$ cat src/hxl_loader_regs.svh
// Constants for the serial hex record loader.
// Assumes inclusion by bare name from the loader, its serial port and its checker.
`ifndef HXL_LOADER_REGS_SVH
`define HXL_LOADER_REGS_SVH

// ----------------------------------------
// Serial timing
// ----------------------------------------
`define HXL_REF_CLK_HZ      11059200
`define HXL_REF_BAUD        9600
`define HXL_CLKS_PER_BIT    (`HXL_REF_CLK_HZ / `HXL_REF_BAUD)
`define HXL_STRAP_SETTLE    2'h3

// ----------------------------------------
// Characters and answers
// ----------------------------------------
`define HXL_CHR_MARK        8'h3A
`define HXL_CHR_RUN         8'h3B
`define HXL_CHR_QUERY       8'h21
`define HXL_CHR_ACK         8'h06
`define HXL_CHR_NACK        8'h07

// ----------------------------------------
// Record layout
// ----------------------------------------
`define HXL_TYPE_DATA       8'h00
`define HXL_TYPE_EOF        8'h01
`define HXL_MAX_DATA        8'h10
`define HXL_POS_COUNT       5'h00
`define HXL_POS_ADDR_HI     5'h01
`define HXL_POS_ADDR_LO     5'h02
`define HXL_POS_TYPE        5'h03
`define HXL_POS_DATA        5'h04
`define HXL_ID_LEN          4'hB
`define HXL_RUN_CHARS       5'h03

`endif

$ cat src/hxl_pkg.sv
// Types shared by the loader core and its serial port.
// Assumes nothing of its surroundings.
package hxl_pkg;

    typedef enum logic [1:0] {
        HXL_FL_ERASE_PROG,
        HXL_FL_ERASE_DATA,
        HXL_FL_WRITE_PROG
    } hxl_flash_op_e;

    typedef enum logic [3:0] {
        HXL_ST_STRAP,
        HXL_ST_ERASE_P,
        HXL_ST_ERASE_D,
        HXL_ST_ID,
        HXL_ST_WAIT,
        HXL_ST_SKIP,
        HXL_ST_HEX,
        HXL_ST_PROG,
        HXL_ST_RESP,
        HXL_ST_RUNA,
        HXL_ST_RAN,
        HXL_ST_OFF
    } hxl_state_e;

endpackage : hxl_pkg

$ cat src/hxl_ser_if.sv
// Byte stream between the loader core and its serial port.
// Assumes both ends run on ref_clk.
`timescale 1ns/100ps
interface hxl_ser_if;
    logic       rx_valid;
    logic [7:0] rx_data;
    logic       tx_valid;
    logic       tx_ready;
    logic [7:0] tx_data;

    modport uart (output rx_valid, output rx_data, input tx_valid,
                  output tx_ready, input tx_data);
    modport core (input rx_valid, input rx_data, output tx_valid,
                  input tx_ready, output tx_data);
endinterface : hxl_ser_if

$ cat src/hxl_loader.sv
// Serial hex record loader: erases flash, answers interrogation, programs
// hex records into program flash and launches code on a run command.
// Assumes a flash controller on ref_clk that pulses flash_done per request.
//
// How it works
// - Only program flash is ever written; no data flash write exists.
// - On activation erase program then data flash, then send identity.
// - After identity, wait for hex records and program each good data one.
// - A colon character starts a new record.
// - Count and address come from leading fields; checksum ends the record.
// - Each record ends with one answer byte, 0x06 good or 0x07 bad.
// - After a bad record, discard input until the next colon or interrogation byte.
// - Semicolon plus four-character address starts code at that address.
// - Without a run command, user code never starts from the loader.
// - Record is mark, count, address, type, up to 16 data, checksum.
// - Type 00 is data, 01 is end of file.
// - Sum of all record bytes and checksum must be zero modulo 256.
// - Serial port uses 8 data bits, no parity.
// - Bit time is fixed in clocks so baud scales with the clock.
// - Interrogation byte 0x21 returns the 11-byte identity at once.
`timescale 1ns/100ps
`include "hxl_loader_regs.svh"
module hxl_loader #(
    parameter int          CLKS_PER_BIT = `HXL_CLKS_PER_BIT,
    // Identity string, 8-byte name then 3-byte version; value arbitrary
    parameter logic [87:0] ID_STRING    = 88'h4C4F414445523031763130
) (
    input  wire logic              ref_clk,
    input  wire logic              reset,
    input  wire logic              download_strap_pin_n,
    input  wire logic              uart_rx,
    output logic                   uart_tx,
    output logic                   loader_active,
    output logic                   flash_req,
    output hxl_pkg::hxl_flash_op_e flash_op,
    output logic [15:0]            flash_addr,
    output logic [7:0]             flash_wdata,
    input  wire logic              flash_done,
    output logic                   run_start,
    output logic [15:0]            run_addr
);
    import hxl_pkg::*;

    hxl_ser_if ser ();

    hxl_uart #(.CLKS_PER_BIT(CLKS_PER_BIT)) u_uart (
        .ref_clk (ref_clk),
        .reset   (reset),
        .rx_pin  (uart_rx),
        .tx_pin  (uart_tx),
        .ser     (ser)
    );

    // ----------------------------------------
    // State
    // ----------------------------------------
    hxl_state_e    state_r, state_nxt;
    hxl_flash_op_e op_r, op_nxt;
    logic          strap_s1_r, strap_s2_r;
    logic [1:0]    wait_r, wait_nxt;
    logic [3:0]    id_idx_r, id_idx_nxt;
    logic          half_r, half_nxt;
    logic [3:0]    nib_r, nib_nxt;
    logic [4:0]    bidx_r, bidx_nxt;
    logic [7:0]    cnt_r, cnt_nxt;
    logic [15:0]   addr_r, addr_nxt;
    logic [7:0]    type_r, type_nxt;
    logic [7:0]    sum_r, sum_nxt;
    logic [7:0]    resp_r, resp_nxt;
    logic [4:0]    wr_idx_r, wr_idx_nxt;
    logic [15:0]   fa_r, fa_nxt;
    logic [7:0]    fd_r, fd_nxt;
    logic [15:0]   run_addr_r, run_addr_nxt;
    logic          run_start_r, run_start_nxt;
    logic [7:0]    buf_r [16];

    // ----------------------------------------
    // Character decoding
    // ----------------------------------------
    wire [7:0] ch      = ser.rx_data;
    wire       is_dig  = ch >= 8'h30 && ch <= 8'h39;
    wire       is_up   = ch >= 8'h41 && ch <= 8'h46;
    wire       is_low  = ch >= 8'h61 && ch <= 8'h66;
    wire       hex_ok  = is_dig || is_up || is_low;
    wire [7:0] hex_sub = is_dig ? 8'h30 : (is_up ? 8'h37 : 8'h57);
    wire [7:0] hex_w   = ch - hex_sub;
    wire [3:0] hex_val = hex_w[3:0];
    wire [7:0] byte_in = {nib_r, hex_val};
    wire [4:0] dpos    = bidx_r - `HXL_POS_DATA;
    wire       is_data = bidx_r >= `HXL_POS_DATA && {3'h0, dpos} < cnt_r;
    wire       is_ck   = {3'h0, bidx_r} == cnt_r + {3'h0, `HXL_POS_DATA};
    wire [7:0] sum_all = sum_r + byte_in;
    wire       typ_ok  = type_r == `HXL_TYPE_DATA || type_r == `HXL_TYPE_EOF;
    wire       byte_ev = state_r == HXL_ST_HEX && ser.rx_valid && hex_ok && half_r;
    wire       buf_we  = byte_ev && is_data;
    wire [6:0] id_sh   = 7'(({3'h0, `HXL_ID_LEN} - 7'h01 - {3'h0, id_idx_r}) * 8);
    wire [87:0] id_w   = ID_STRING >> id_sh;

    assign ser.tx_valid  = state_r == HXL_ST_ID || state_r == HXL_ST_RESP;
    assign ser.tx_data   = state_r == HXL_ST_ID ? id_w[7:0] : resp_r;
    assign flash_req     = state_r == HXL_ST_ERASE_P || state_r == HXL_ST_ERASE_D
                           || state_r == HXL_ST_PROG;
    assign flash_op      = op_r;
    assign flash_addr    = fa_r;
    assign flash_wdata   = fd_r;
    assign run_start     = run_start_r;
    assign run_addr      = run_addr_r;
    assign loader_active = state_r != HXL_ST_OFF && state_r != HXL_ST_STRAP
                           && state_r != HXL_ST_RAN;

    // ----------------------------------------
    // Next state
    // ----------------------------------------
    always_comb begin
        state_nxt     = state_r;
        op_nxt        = op_r;
        wait_nxt      = wait_r;
        id_idx_nxt    = id_idx_r;
        half_nxt      = half_r;
        nib_nxt       = nib_r;
        bidx_nxt      = bidx_r;
        cnt_nxt       = cnt_r;
        addr_nxt      = addr_r;
        type_nxt      = type_r;
        sum_nxt       = sum_r;
        resp_nxt      = resp_r;
        wr_idx_nxt    = wr_idx_r;
        fa_nxt        = fa_r;
        fd_nxt        = fd_r;
        run_addr_nxt  = run_addr_r;
        run_start_nxt = 1'b0;
        unique case (state_r)
            HXL_ST_STRAP: begin
                wait_nxt = wait_r + 2'h1;
                if (wait_r == `HXL_STRAP_SETTLE) begin
                    state_nxt = strap_s2_r ? HXL_ST_OFF : HXL_ST_ERASE_P;
                    op_nxt    = HXL_FL_ERASE_PROG;
                end
            end
            HXL_ST_ERASE_P: if (flash_done) begin
                state_nxt = HXL_ST_ERASE_D;
                op_nxt    = HXL_FL_ERASE_DATA;
            end
            HXL_ST_ERASE_D: if (flash_done) begin
                state_nxt  = HXL_ST_ID;
                id_idx_nxt = 4'h0;
            end
            HXL_ST_ID: if (ser.tx_ready) begin
                id_idx_nxt = id_idx_r + 4'h1;
                if (id_idx_r == `HXL_ID_LEN - 4'h1) state_nxt = HXL_ST_WAIT;
            end
            HXL_ST_WAIT, HXL_ST_SKIP: if (ser.rx_valid) begin
                if (ch == `HXL_CHR_MARK) begin
                    state_nxt = HXL_ST_HEX;
                    half_nxt  = 1'b0;
                    bidx_nxt  = 5'h00;
                    sum_nxt   = 8'h00;
                end else if (ch == `HXL_CHR_QUERY) begin
                    state_nxt  = HXL_ST_ID;
                    id_idx_nxt = 4'h0;
                end else if (ch == `HXL_CHR_RUN && state_r == HXL_ST_WAIT) begin
                    state_nxt = HXL_ST_RUNA;
                    bidx_nxt  = 5'h00;
                end
            end
            HXL_ST_HEX: if (ser.rx_valid) begin
                if (!hex_ok) begin
                    state_nxt = HXL_ST_RESP;
                    resp_nxt  = `HXL_CHR_NACK;
                end else if (!half_r) begin
                    nib_nxt  = hex_val;
                    half_nxt = 1'b1;
                end else begin
                    half_nxt = 1'b0;
                    bidx_nxt = bidx_r + 5'h01;
                    sum_nxt  = sum_all;
                    if (bidx_r == `HXL_POS_COUNT) begin
                        cnt_nxt = byte_in;
                        if (byte_in > `HXL_MAX_DATA) begin
                            state_nxt = HXL_ST_RESP;
                            resp_nxt  = `HXL_CHR_NACK;
                        end
                    end else if (bidx_r == `HXL_POS_ADDR_HI) begin
                        addr_nxt[15:8] = byte_in;
                    end else if (bidx_r == `HXL_POS_ADDR_LO) begin
                        addr_nxt[7:0] = byte_in;
                    end else if (bidx_r == `HXL_POS_TYPE) begin
                        type_nxt = byte_in;
                    end else if (is_ck) begin
                        state_nxt = HXL_ST_RESP;
                        if (sum_all != 8'h00 || !typ_ok) begin
                            resp_nxt = `HXL_CHR_NACK;
                        end else if (type_r == `HXL_TYPE_DATA && cnt_r != 8'h00) begin
                            state_nxt  = HXL_ST_PROG;
                            op_nxt     = HXL_FL_WRITE_PROG;
                            wr_idx_nxt = 5'h00;
                            fa_nxt     = addr_r;
                            fd_nxt     = buf_r[0];
                        end else begin
                            resp_nxt = `HXL_CHR_ACK;
                        end
                    end
                end
            end
            HXL_ST_PROG: if (flash_done) begin
                if ({3'h0, wr_idx_r} == cnt_r - 8'h01) begin
                    state_nxt = HXL_ST_RESP;
                    resp_nxt  = `HXL_CHR_ACK;
                end else begin
                    wr_idx_nxt = wr_idx_r + 5'h01;
                    fa_nxt     = fa_r + 16'h0001;
                    fd_nxt     = buf_r[4'(wr_idx_r + 5'h01)];
                end
            end
            HXL_ST_RESP: if (ser.tx_ready) begin
                state_nxt = resp_r == `HXL_CHR_ACK ? HXL_ST_WAIT : HXL_ST_SKIP;
            end
            HXL_ST_RUNA: if (ser.rx_valid) begin
                if (!hex_ok) begin
                    state_nxt = HXL_ST_WAIT;
                end else begin
                    run_addr_nxt = {run_addr_r[11:0], hex_val};
                    bidx_nxt     = bidx_r + 5'h01;
                    if (bidx_r == `HXL_RUN_CHARS) begin
                        state_nxt     = HXL_ST_RAN;
                        run_start_nxt = 1'b1;
                    end
                end
            end
            HXL_ST_RAN, HXL_ST_OFF: state_nxt = state_r;
        endcase
    end

    // ----------------------------------------
    // Registers
    // ----------------------------------------
    always_ff @(posedge ref_clk or posedge reset) begin
        if (reset) begin
            state_r     <= HXL_ST_STRAP;
            op_r        <= HXL_FL_ERASE_PROG;
            strap_s1_r  <= 1'b1;
            strap_s2_r  <= 1'b1;
            wait_r      <= 2'h0;
            id_idx_r    <= 4'h0;
            half_r      <= 1'b0;
            nib_r       <= 4'h0;
            bidx_r      <= 5'h00;
            cnt_r       <= 8'h00;
            addr_r      <= 16'h0000;
            type_r      <= 8'h00;
            sum_r       <= 8'h00;
            resp_r      <= 8'h00;
            wr_idx_r    <= 5'h00;
            fa_r        <= 16'h0000;
            fd_r        <= 8'h00;
            run_addr_r  <= 16'h0000;
            run_start_r <= 1'b0;
        end else begin
            state_r     <= state_nxt;
            op_r        <= op_nxt;
            strap_s1_r  <= download_strap_pin_n;
            strap_s2_r  <= strap_s1_r;
            wait_r      <= wait_nxt;
            id_idx_r    <= id_idx_nxt;
            half_r      <= half_nxt;
            nib_r       <= nib_nxt;
            bidx_r      <= bidx_nxt;
            cnt_r       <= cnt_nxt;
            addr_r      <= addr_nxt;
            type_r      <= type_nxt;
            sum_r       <= sum_nxt;
            resp_r      <= resp_nxt;
            wr_idx_r    <= wr_idx_nxt;
            fa_r        <= fa_nxt;
            fd_r        <= fd_nxt;
            run_addr_r  <= run_addr_nxt;
            run_start_r <= run_start_nxt;
        end
    end

    // Record data buffer
    always_ff @(posedge ref_clk) begin
        if (buf_we) buf_r[dpos[3:0]] <= byte_in;
    end
endmodule : hxl_loader

$ cat src/hxl_uart.sv
// Serial port of the loader: 8 data bits, no parity, one stop bit.
// Assumes rx_pin is asynchronous to ref_clk.
`timescale 1ns/100ps
`include "hxl_loader_regs.svh"
module hxl_uart #(
    parameter int CLKS_PER_BIT = `HXL_CLKS_PER_BIT
) (
    input  wire logic ref_clk,
    input  wire logic reset,
    input  wire logic rx_pin,
    output logic      tx_pin,
    hxl_ser_if.uart   ser
);
    import hxl_pkg::*;

    logic        rx_s1_r, rx_s2_r, rx_busy_r, rx_valid_r;
    logic [15:0] rx_cnt_r;
    logic [3:0]  rx_bit_r;
    logic [7:0]  rx_sh_r;
    logic        tx_busy_r, tx_line_r;
    logic [15:0] tx_cnt_r;
    logic [3:0]  tx_bit_r;
    logic [9:0]  tx_sh_r;
    wire         rx_tick = rx_cnt_r == 16'h0000;
    wire         tx_tick = tx_cnt_r == 16'h0000;

    // ----------------------------------------
    // Receiver, sampled mid-bit
    // ----------------------------------------
    always_ff @(posedge ref_clk or posedge reset) begin
        if (reset) begin
            rx_s1_r    <= 1'b1;
            rx_s2_r    <= 1'b1;
            rx_busy_r  <= 1'b0;
            rx_valid_r <= 1'b0;
            rx_cnt_r   <= 16'h0000;
            rx_bit_r   <= 4'h0;
            rx_sh_r    <= 8'h00;
        end else begin
            rx_s1_r    <= rx_pin;
            rx_s2_r    <= rx_s1_r;
            rx_valid_r <= 1'b0;
            if (!rx_busy_r) begin
                if (!rx_s2_r) begin
                    rx_busy_r <= 1'b1;
                    rx_cnt_r  <= 16'(CLKS_PER_BIT / 2);
                    rx_bit_r  <= 4'h0;
                end
            end else if (!rx_tick) begin
                rx_cnt_r <= rx_cnt_r - 16'h0001;
            end else begin
                rx_cnt_r <= 16'(CLKS_PER_BIT - 1);
                rx_bit_r <= rx_bit_r + 4'h1;
                if (rx_bit_r == 4'h0 && rx_s2_r) begin
                    rx_busy_r <= 1'b0;
                end else if (rx_bit_r == 4'h9) begin
                    rx_busy_r  <= 1'b0;
                    rx_valid_r <= rx_s2_r;
                end else if (rx_bit_r != 4'h0) begin
                    rx_sh_r <= {rx_s2_r, rx_sh_r[7:1]};
                end
            end
        end
    end

    assign ser.rx_valid = rx_valid_r;
    assign ser.rx_data  = rx_sh_r;

    // ----------------------------------------
    // Transmitter
    // ----------------------------------------
    assign ser.tx_ready = !tx_busy_r;
    assign tx_pin       = tx_line_r;

    always_ff @(posedge ref_clk or posedge reset) begin
        if (reset) begin
            tx_busy_r <= 1'b0;
            tx_line_r <= 1'b1;
            tx_cnt_r  <= 16'h0000;
            tx_bit_r  <= 4'h0;
            tx_sh_r   <= 10'h3FF;
        end else if (!tx_busy_r) begin
            tx_line_r <= 1'b1;
            if (ser.tx_valid) begin
                tx_busy_r <= 1'b1;
                tx_sh_r   <= {1'b1, ser.tx_data, 1'b0};
                tx_bit_r  <= 4'h0;
                tx_cnt_r  <= 16'h0000;
            end
        end else if (!tx_tick) begin
            tx_cnt_r <= tx_cnt_r - 16'h0001;
        end else if (tx_bit_r == 4'hA) begin
            tx_busy_r <= 1'b0;
        end else begin
            tx_line_r <= tx_sh_r[0];
            tx_sh_r   <= {1'b1, tx_sh_r[9:1]};
            tx_bit_r  <= tx_bit_r + 4'h1;
            tx_cnt_r  <= 16'(CLKS_PER_BIT - 1);
        end
    end
endmodule : hxl_uart

$ cat config.mk
export PLATFORM = sky130hd
export DESIGN_NAME = hxl_loader
export DESIGN_NICKNAME = d
export VERILOG_FILES = /design/src/hxl_pkg.sv /design/src/hxl_ser_if.sv /design/src/hxl_loader.sv /design/src/hxl_uart.sv
export VERILOG_INCLUDE_DIRS = /design/src
export SDC_FILE = /design/constraint.sdc
export NUM_CORES = 1
export LEC_CHECK = 0
export BUFFER_PORTS_ARGS = -buffer_cell sky130_fd_sc_hd__buf_4
export CORE_AREA = 4 4 217 135
export DETAILED_ROUTE_END_ITERATION = 16
export DIE_AREA = 0 0 221 139
export GPL_TIMING_DRIVEN = 0
export HOLD_SLACK_MARGIN = 0.15
export PLACE_DENSITY = 0.86
export SLEW_MARGIN = 20
export SYNTH_ARGS = -nofsm -noshare
export SYNTH_HDL_FRONTEND = slang
export SYNTH_SLANG_ARGS = --single-unit
$ cat constraint.sdc
create_clock -name ref_clk -period 5.3 [get_ports ref_clk]
set_clock_uncertainty 0.2 [all_clocks]
set_input_delay 0 -clock ref_clk [delete_from_list [all_inputs] [get_ports ref_clk]]
set_output_delay 0 -clock ref_clk [all_outputs]
set_load 0.03 [all_outputs]
==> results of run 1 <==
-- worst max-delay path: stages (launching register included) --
cell and delay [ns]:
sky130_fd_sc_hd__dfrtp_1 0.38, sky130_fd_sc_hd__clkbuf_2 0.19, sky130_fd_sc_hd__or2_2 0.34, sky130_fd_sc_hd__nand2_1 0.10
sky130_fd_sc_hd__nand3_2 0.13, sky130_fd_sc_hd__ha_2 0.25, sky130_fd_sc_hd__fa_2 0.43, sky130_fd_sc_hd__xor2_4 0.26
sky130_fd_sc_hd__clkinvlp_4 0.13, sky130_fd_sc_hd__buf_4 0.17, sky130_fd_sc_hd__ha_2 0.40, sky130_fd_sc_hd__a211oi_4 0.10
sky130_fd_sc_hd__o311a_1 0.36, sky130_fd_sc_hd__a311oi_2 0.36, sky130_fd_sc_hd__o21ai_1 0.18, sky130_fd_sc_hd__o31ai_4 0.24
sky130_fd_sc_hd__buf_12 0.16, sky130_fd_sc_hd__and2_4 0.14, sky130_fd_sc_hd__buf_6 0.16, sky130_fd_sc_hd__buf_6 0.20
sky130_fd_sc_hd__mux2i_4 0.08
-- flip-flops by register name, summed over array words and instances (netlist names), 5 cells and up --
signal,count
u_uart.tx_cnt_r,16
type_r,8
flash_addr,16
run_addr,16
addr_r,16
u_uart.tx_sh_r,9
bidx_r,5
u_uart.rx_cnt_r,16
wr_idx_r,5
flash_wdata,8
sum_r,8
buf_r,128
cnt_r,8
u_uart.ser.rx_data,8
-- cell type report --
class / instances / area [sq um] / share of cell area
plain buffers: 59 / 269 / 0.0157
clock buffers: 38 / 793 / 0.0462
clock inverters: 16 / 139 / 0.00809
inverters: 51 / 214 / 0.0125
multi-input cells: 901 / 6470 / 0.377
flip-flops and latches: 303 / 8240 / 0.480
well taps: 367 / 459 / 0.0268
repair buffers: 70 / 576 / 0.0335
-- layer usage --
| metal | up-vias | track usage | wire length (um) |
|---|---|---|---|
| li1 | 5052 | - | - |
| met3 | 88 | 0.0527 | 4220 |
| met2 | 694 | 0.359 | 16700 |
| met5 | - | 0 | 0 |
| met1 | 5627 | 0.374 | 16200 |
| met4 | 0 | 0.0453 | 722 |
-- metrics by stage --
stage	total power, W	setup slack (ns)	TNS (ns)	hold WS (ns)
2_1_floorplan	0.00250	0.378	0	-0.196
3_3_place_gp	0.00251	-1.56	-276.70	-0.0870
3_5_place_dp	0.00252	-1.14	-34.61	-0.0988
4_1_cts	0.00453	0.00825	0	0.161
5_1_grt	0.00466	0.0358	0	0.167
6_report	0.00453	0.212	0	0.164
-- report_power, final --
part           internal, W  switching (W)
sequential         0.00243     0.00000128
clock              0.00115       0.000907
combinational   0.00000921      0.0000289
total              0.00360       0.000937
-- worst max path at each step --
| stage | startpoint | to | slack [ns] | cells past startpoint |
|---|---|---|---|---|
| 2_1_floorplan | reset | addr_r[0] | 0.38 | 1 |
| 3_3_place_gp | reset | flash_wdata[7] | -1.56 | 2 |
| 3_5_place_dp | u_uart.ser.rx_data[2] | flash_addr[4] | -1.14 | 17 |
| 4_1_cts | u_uart.ser.rx_data[2] | wr_idx_r[0] | 0.008 | 20 |
| 5_1_grt | u_uart.ser.rx_data[2] | wr_idx_r[0] | 0.04 | 20 |
| 6_report | u_uart.ser.rx_data[2] | wr_idx_r[0] | 0.21 | 20 |
-- synth_stat cells (7+ instances only) --
| cell type | instances | share of area |
|---|---|---|
| sky130_fd_sc_hd__dfrtp_1 | 161 | 0.27 |
| sky130_fd_sc_hd__nand2_1 | 160 | 0.040 |
| sky130_fd_sc_hd__edfxtp_1 | 128 | 0.26 |
| sky130_fd_sc_hd__o21ai_0 | 108 | 0.036 |
| sky130_fd_sc_hd__nor2_1 | 86 | 0.021 |
| sky130_fd_sc_hd__a21oi_1 | 53 | 0.018 |
| sky130_fd_sc_hd__inv_1 | 51 | 0.013 |
| sky130_fd_sc_hd__mux2_2 | 46 | 0.034 |
| sky130_fd_sc_hd__ha_1 | 45 | 0.037 |
| sky130_fd_sc_hd__clkbuf_1 | 44 | 0.011 |
| sky130_fd_sc_hd__nand3_1 | 39 | 0.013 |
| sky130_fd_sc_hd__mux4_2 | 34 | 0.051 |
| sky130_fd_sc_hd__nor3_1 | 30 | 0.010 |
| sky130_fd_sc_hd__and3_1 | 29 | 0.012 |
| sky130_fd_sc_hd__xnor2_1 | 21 | 0.012 |
| sky130_fd_sc_hd__a31oi_1 | 19 | 0.0079 |
| sky130_fd_sc_hd__or3_1 | 16 | 0.0066 |
| sky130_fd_sc_hd__dfstp_2 | 14 | 0.024 |
| sky130_fd_sc_hd__nor2b_1 | 11 | 0.0046 |
| sky130_fd_sc_hd__a21oi_4 | 10 | 0.011 |
| sky130_fd_sc_hd__nand2b_1 | 10 | 0.0042 |
| sky130_fd_sc_hd__nand4_1 | 10 | 0.0042 |
| sky130_fd_sc_hd__nor4_1 | 10 | 0.0042 |
| sky130_fd_sc_hd__xor2_1 | 10 | 0.0058 |
| sky130_fd_sc_hd__a22oi_1 | 9 | 0.0045 |
| sky130_fd_sc_hd__a211oi_1 | 8 | 0.0040 |
| sky130_fd_sc_hd__a31oi_2 | 8 | 0.0066 |
| sky130_fd_sc_hd__nor3b_1 | 8 | 0.0040 |
| sky130_fd_sc_hd__o211ai_1 | 8 | 0.0040 |
| sky130_fd_sc_hd__mux2i_1 | 7 | 0.0047 |
| sky130_fd_sc_hd__nand3b_1 | 7 | 0.0035 |
-- timing repair --
| item | in CTS | in global routing |
|---|---|---|
| buffers inserted | 11 | 1 |
| endpoints found under the setup margin | 37 | 34 |
| gates resized for setup | 13 | 20 |
| gates cloned | 0 | 0 |
| pin swaps | 3 | 3 |
| hold buffers | 7 | 0 |
| endpoints found under the hold margin | 195 | 0 |
-- kinds of logic (layout without fill, tap and decap cells) --
kind of cell / after synthesis / after routing / share of synthesized area
xor+xnor: 31 / 31 / 0.0180
fa+ha+maj: 47 / 47 / 0.0401
flops: 303 / 303 / 0.547
buf+inv: 110 / 234 / 0.0303
simple gates: 443 / 443 / 0.143
mux: 89 / 89 / 0.0924
compound gates: 291 / 291 / 0.129
==> results.toml, run 1 <==
[run_status]
status = "completed"

[finish]
final_nets = 1467
num_antenna_cells = 0
final_area_sq_um = 17200
fillers = 1940
most-common-layout-cells = "sky130_fd_sc_hd__dfrtp_1, sky130_fd_sc_hd__nand2_1, sky130_fd_sc_hd__edfxtp_1, sky130_fd_sc_hd__o21ai_0, sky130_fd_sc_hd__nor2_1"
synthToLayoutAreaGrowth_pct = 14.0
finish.cell_count_without_fillers = 1805
fraction_of_layout_instances_using_a_drive_strength_above_1 = 0.190
mostFrequentLayoutCell = "sky130_fd_sc_hd__dfrtp_1"
final_core_util = 0.632

[global_route]
grt_use_total = 0.242
grt_antenna_before_repair = 0
number_of_global_route_vias_before_repair = 11000
globalRouteOverflowTotal = 0
grt_start_max_net_pins = 101
global_route_wire_length_before_repair_um = 61100

[cts]
cts.root.buffer_cell = "sky130_fd_sc_hd__clkbuf_16"
ctsHtreeMaxLevel = 1
clk_pin_slew_worst_paths_ns = 0.07
worstSkewPairLatency_ns = 0.56
numCtsBuffers = 29
cts_tree = "yes"
clock_sink_count = 303
ctsLongestPathBuffers = 3

[floorplanning]
dieHeight_um = 139
core_area_sq_um = 27200
chipWidth_um = 221
floorplan.rows = 47
ios = 51
floorplan.initialDensity = 0.554
die-area_sq_um = 30700

[power_and_ir_drop]
pwr_density_cell_nw_per_um2 = 264
power.static_leakage_nw = 6.77
vdd.ir_drop.worst_v = 0.000211

[sta]
grt_setup_unrepaired = "false"
tmin_final_ns = 5.09
report.final.slew_viol_count = 0
relSlewSlack = 0.258
fmaxAchievable_mhz = 197
worstMarginPinSlew_ns = 1.11
finalSetupViolations = 0
min_period_over_period = 0.960
hold_viol = 0

[yosys]
ys_ff_latch = 303
synthesized_area_divided_by_synthesized_cell_count_sq_um = 11.5
synth-seq-area-share = 0.547
synthesis.area_sq_um = 15100
synth_cell_types = 81
synth-edff-count = 128
ys.warnings.count = 0
ys.flop_type = "sky130_fd_sc_hd__dfrtp_1"
syn_nets = 1366
asyncSetResetFlopFracSynth = 0.578
synthCells = 1314

[detailed_routing]
totalWireLength_um = 37900
drt-pass1-iter-count = 6
initialDrtViolationCount = 1974
drt-vias-per-instance = 6.35
post_drt_wl_per_cell_um = 21.0
via_count = 11500
post-route-drc-count = 0
antenna_violating_nets_post_route = 0

[place]
dp_cells = 1732
dpl_cell_area_sq_um = 15900
dp_hpwl_um = 25500
gp_routability_congestion = 0.980
portBuffers = 50

[flow_run]
drv.max_cap_violation_count = 0

[worst_setup_path]
worst-r2r-cell-count = 20
worstSetupStartpointType = "register"
critical_path.reg2reg.endpoint = "wr_idx_r[0]"
r2r_slack_ns = 0.21
rr_startpoint = "u_uart.ser.rx_data[2]"
worstSetupPathType = "reg2reg"
arrival_ns = 5.31
critPathCaptureType = "register"
cp.required_ns = 5.52
critPathMaxFanout = 10

[hold_path]
min_path_cells = 0
min_from = "u_uart.rx_s1_r"
holdCritPathClass = "reg2reg"
worst_hold_path.endpoint = "u_uart.rx_s2_r"
No activity file was read; power rests on OpenSTA's default activity.
==> run 2, diff against run 1 <==
--- a/config.mk
+++ b/config.mk
@@ -12,7 +12,7 @@
 export DIE_AREA = 0 0 221 139
 export GPL_TIMING_DRIVEN = 0
 export HOLD_SLACK_MARGIN = 0.15
-export PLACE_DENSITY = 0.86
+export PLACE_DENSITY = 0.71
 export SLEW_MARGIN = 20
 export SYNTH_ARGS = -nofsm -noshare
 export SYNTH_HDL_FRONTEND = slang
==> run 2 against run 1 <==
First-iteration DRC count is 29% lower. Clock power is 14% higher. Wire length is 0.38% lower. Design area is 0.97% higher. Sequential power hardly changed. Die area stayed put. Sequential cell count stayed put. Critical path depth is 1 lower. Highest routed layer unchanged.
==> results.toml, run 2 (same netlist as run 1, synthesis figures left out) <==
[floorplanning]
dieHeight_um = 139
ios = 51
chipWidth_um = 221
core_area_sq_um = 27200
floorplan.initialDensity = 0.554
die-area_sq_um = 30700
floorplan.rows = 47

[detailed_routing]
via_count = 11100
drt-pass1-iter-count = 6
drt-vias-per-instance = 6.14
post-route-drc-count = 0
antenna_violating_nets_post_route = 0
initialDrtViolationCount = 1406
totalWireLength_um = 37800
post_drt_wl_per_cell_um = 20.9

[finish]
finish.cell_count_without_fillers = 1805
largest_reg_flops = 128
final_area_sq_um = 17300
most-common-layout-cells = "sky130_fd_sc_hd__dfrtp_1, sky130_fd_sc_hd__nand2_1, sky130_fd_sc_hd__edfxtp_1, sky130_fd_sc_hd__o21ai_0, sky130_fd_sc_hd__nor2_1"
num_antenna_cells = 0
mostFrequentLayoutCell = "sky130_fd_sc_hd__dfrtp_1"
synthToLayoutAreaGrowth_pct = 15.1
final_nets = 1468
final_core_util = 0.638
fillers = 2085
fraction_of_layout_instances_using_a_drive_strength_above_1 = 0.189

[place]
gp_routability_congestion = 0.935
dp_worst_setup_slack_ns = -1.39
dpl_cell_area_sq_um = 15900
dp_hpwl_um = 25700
portBuffers = 50
dp_cells = 1732

[power_and_ir_drop]
vdd.ir_drop.worst_v = 0.000226
power.static_leakage_nw = 6.86
report.power.total_w = 0.00481
pwr_density_cell_nw_per_um2 = 278

[cts]
ctsLongestPathBuffers = 3
ctsHtreeMaxLevel = 1
numCtsBuffers = 28
cts.root.buffer_cell = "sky130_fd_sc_hd__clkbuf_16"
cts_tree = "yes"
worstSkewPairLatency_ns = 0.55
clk_pin_slew_worst_paths_ns = 0.07
clock_sink_count = 303

[sta]
report.final.slew_viol_count = 0
relSlewSlack = 0.282
tmin_final_ns = 5.16
fmaxAchievable_mhz = 194
worstMarginPinSlew_ns = 1.08
hold_viol = 0
postLayoutSetupSlackWorst_ns = 0.137
grt_setup_unrepaired = "false"
min_period_over_period = 0.974
finalSetupViolations = 0

[worst_setup_path]
worstSetupStartpointType = "register"
worstSetupPathType = "reg2reg"
arrival_ns = 5.41
cp.required_ns = 5.54
critPathMaxFanout = 9
critPathCaptureType = "register"

[flow_run]
drv.max_cap_violation_count = 0

[global_route]
grt_antenna_before_repair = 1
globalRouteOverflowTotal = 0
global_route_wire_length_before_repair_um = 60100
grt_start_max_net_pins = 105
number_of_global_route_vias_before_repair = 10500
grt_use_total = 0.244

[run_status]
status = "completed"

[hold_path]
holdCritPathClass = "reg2reg"
## run 2: layout make-up
class / instances / area [sq um] / share of cell area
clock buffer: 34 / 776 / 0.0448
clock inverter: 18 / 304 / 0.0175
timing repair buffer: 72 / 591 / 0.0341
buffer: 59 / 283 / 0.0163
multi-input combinational: 901 / 6460 / 0.373
sequential: 303 / 8240 / 0.475
inverter: 51 / 214 / 0.0123
tap: 367 / 459 / 0.0265
## run 2: path summary, 6_finish.rpt
| check | depth (start not counted) | slack (ns) | to | start |
|---|---|---|---|---|
| worst min-delay path | 0 | 0.16 | u_uart.rx_s2_r | u_uart.rx_s1_r |
| min in group asynchronous | 4 | 0.52 | run_addr[13] | reset |
| worst max register to register | 19 | 0.14 | wr_idx_r[3] | u_uart.ser.rx_data[2] |
| worst min register to register | 0 | 0.16 | u_uart.rx_s2_r | u_uart.rx_s1_r |
| max in group asynchronous | 5 | 3.48 | flash_wdata[0] | reset |
| worst max-delay path | 19 | 0.14 | wr_idx_r[3] | u_uart.ser.rx_data[2] |
## run 2: what timing repair did
action / 4_1_cts / 5_1_grt
pin swaps: 4 / 5
gates resized for setup: 17 / 13
endpoints found under the setup margin: 37 / 33
buffers inserted: 12 / 2
hold buffers: 7 / 0
hold endpoints to repair: 181 / 0
## run 2: power breakdown
part           switching, W   total, W  internal (W)  leakage (nW)
logic             0.0000288  0.0000380    0.00000922          2.94
registers        0.00000149    0.00244       0.00243          3.39
clock network      0.000903    0.00234       0.00144         0.522
## run 2: routing by layer
layer / GRT usage / wire (um)
met5: 0 / 0
met4: 0.0436 / 709
met3: 0.0626 / 4210
met2: 0.333 / 15300
met1: 0.395 / 17500
## run 2: worst max-delay path, stage by stage (launching register included)
cell                         delay, ns
sky130_fd_sc_hd__dfrtp_1          0.39
sky130_fd_sc_hd__buf_2            0.18
sky130_fd_sc_hd__or2_2            0.32
sky130_fd_sc_hd__nand2_1          0.13
sky130_fd_sc_hd__nand3_4          0.12
sky130_fd_sc_hd__ha_4             0.20
sky130_fd_sc_hd__fa_2             0.67
sky130_fd_sc_hd__clkinvlp_4       0.12
sky130_fd_sc_hd__buf_4            0.19
sky130_fd_sc_hd__buf_4            0.17
sky130_fd_sc_hd__ha_1             0.31
sky130_fd_sc_hd__a211oi_4         0.31
sky130_fd_sc_hd__o21ba_4          0.20
sky130_fd_sc_hd__o221ai_2         0.15
sky130_fd_sc_hd__or2_2            0.35
sky130_fd_sc_hd__o31ai_4          0.27
sky130_fd_sc_hd__buf_12           0.17
sky130_fd_sc_hd__and2_4           0.14
sky130_fd_sc_hd__buf_6            0.16
sky130_fd_sc_hd__mux2_4           0.31
## run 2: stage by stage
step	TNS (ns)	hold slack (ns)
3_3_place_gp	-311.24	-0.0914
4_1_cts	0	0.159
3_5_place_dp	-42.49	-0.0959
6_report	0	0.158
2_1_floorplan	0	-0.196
5_1_grt	0	0.164
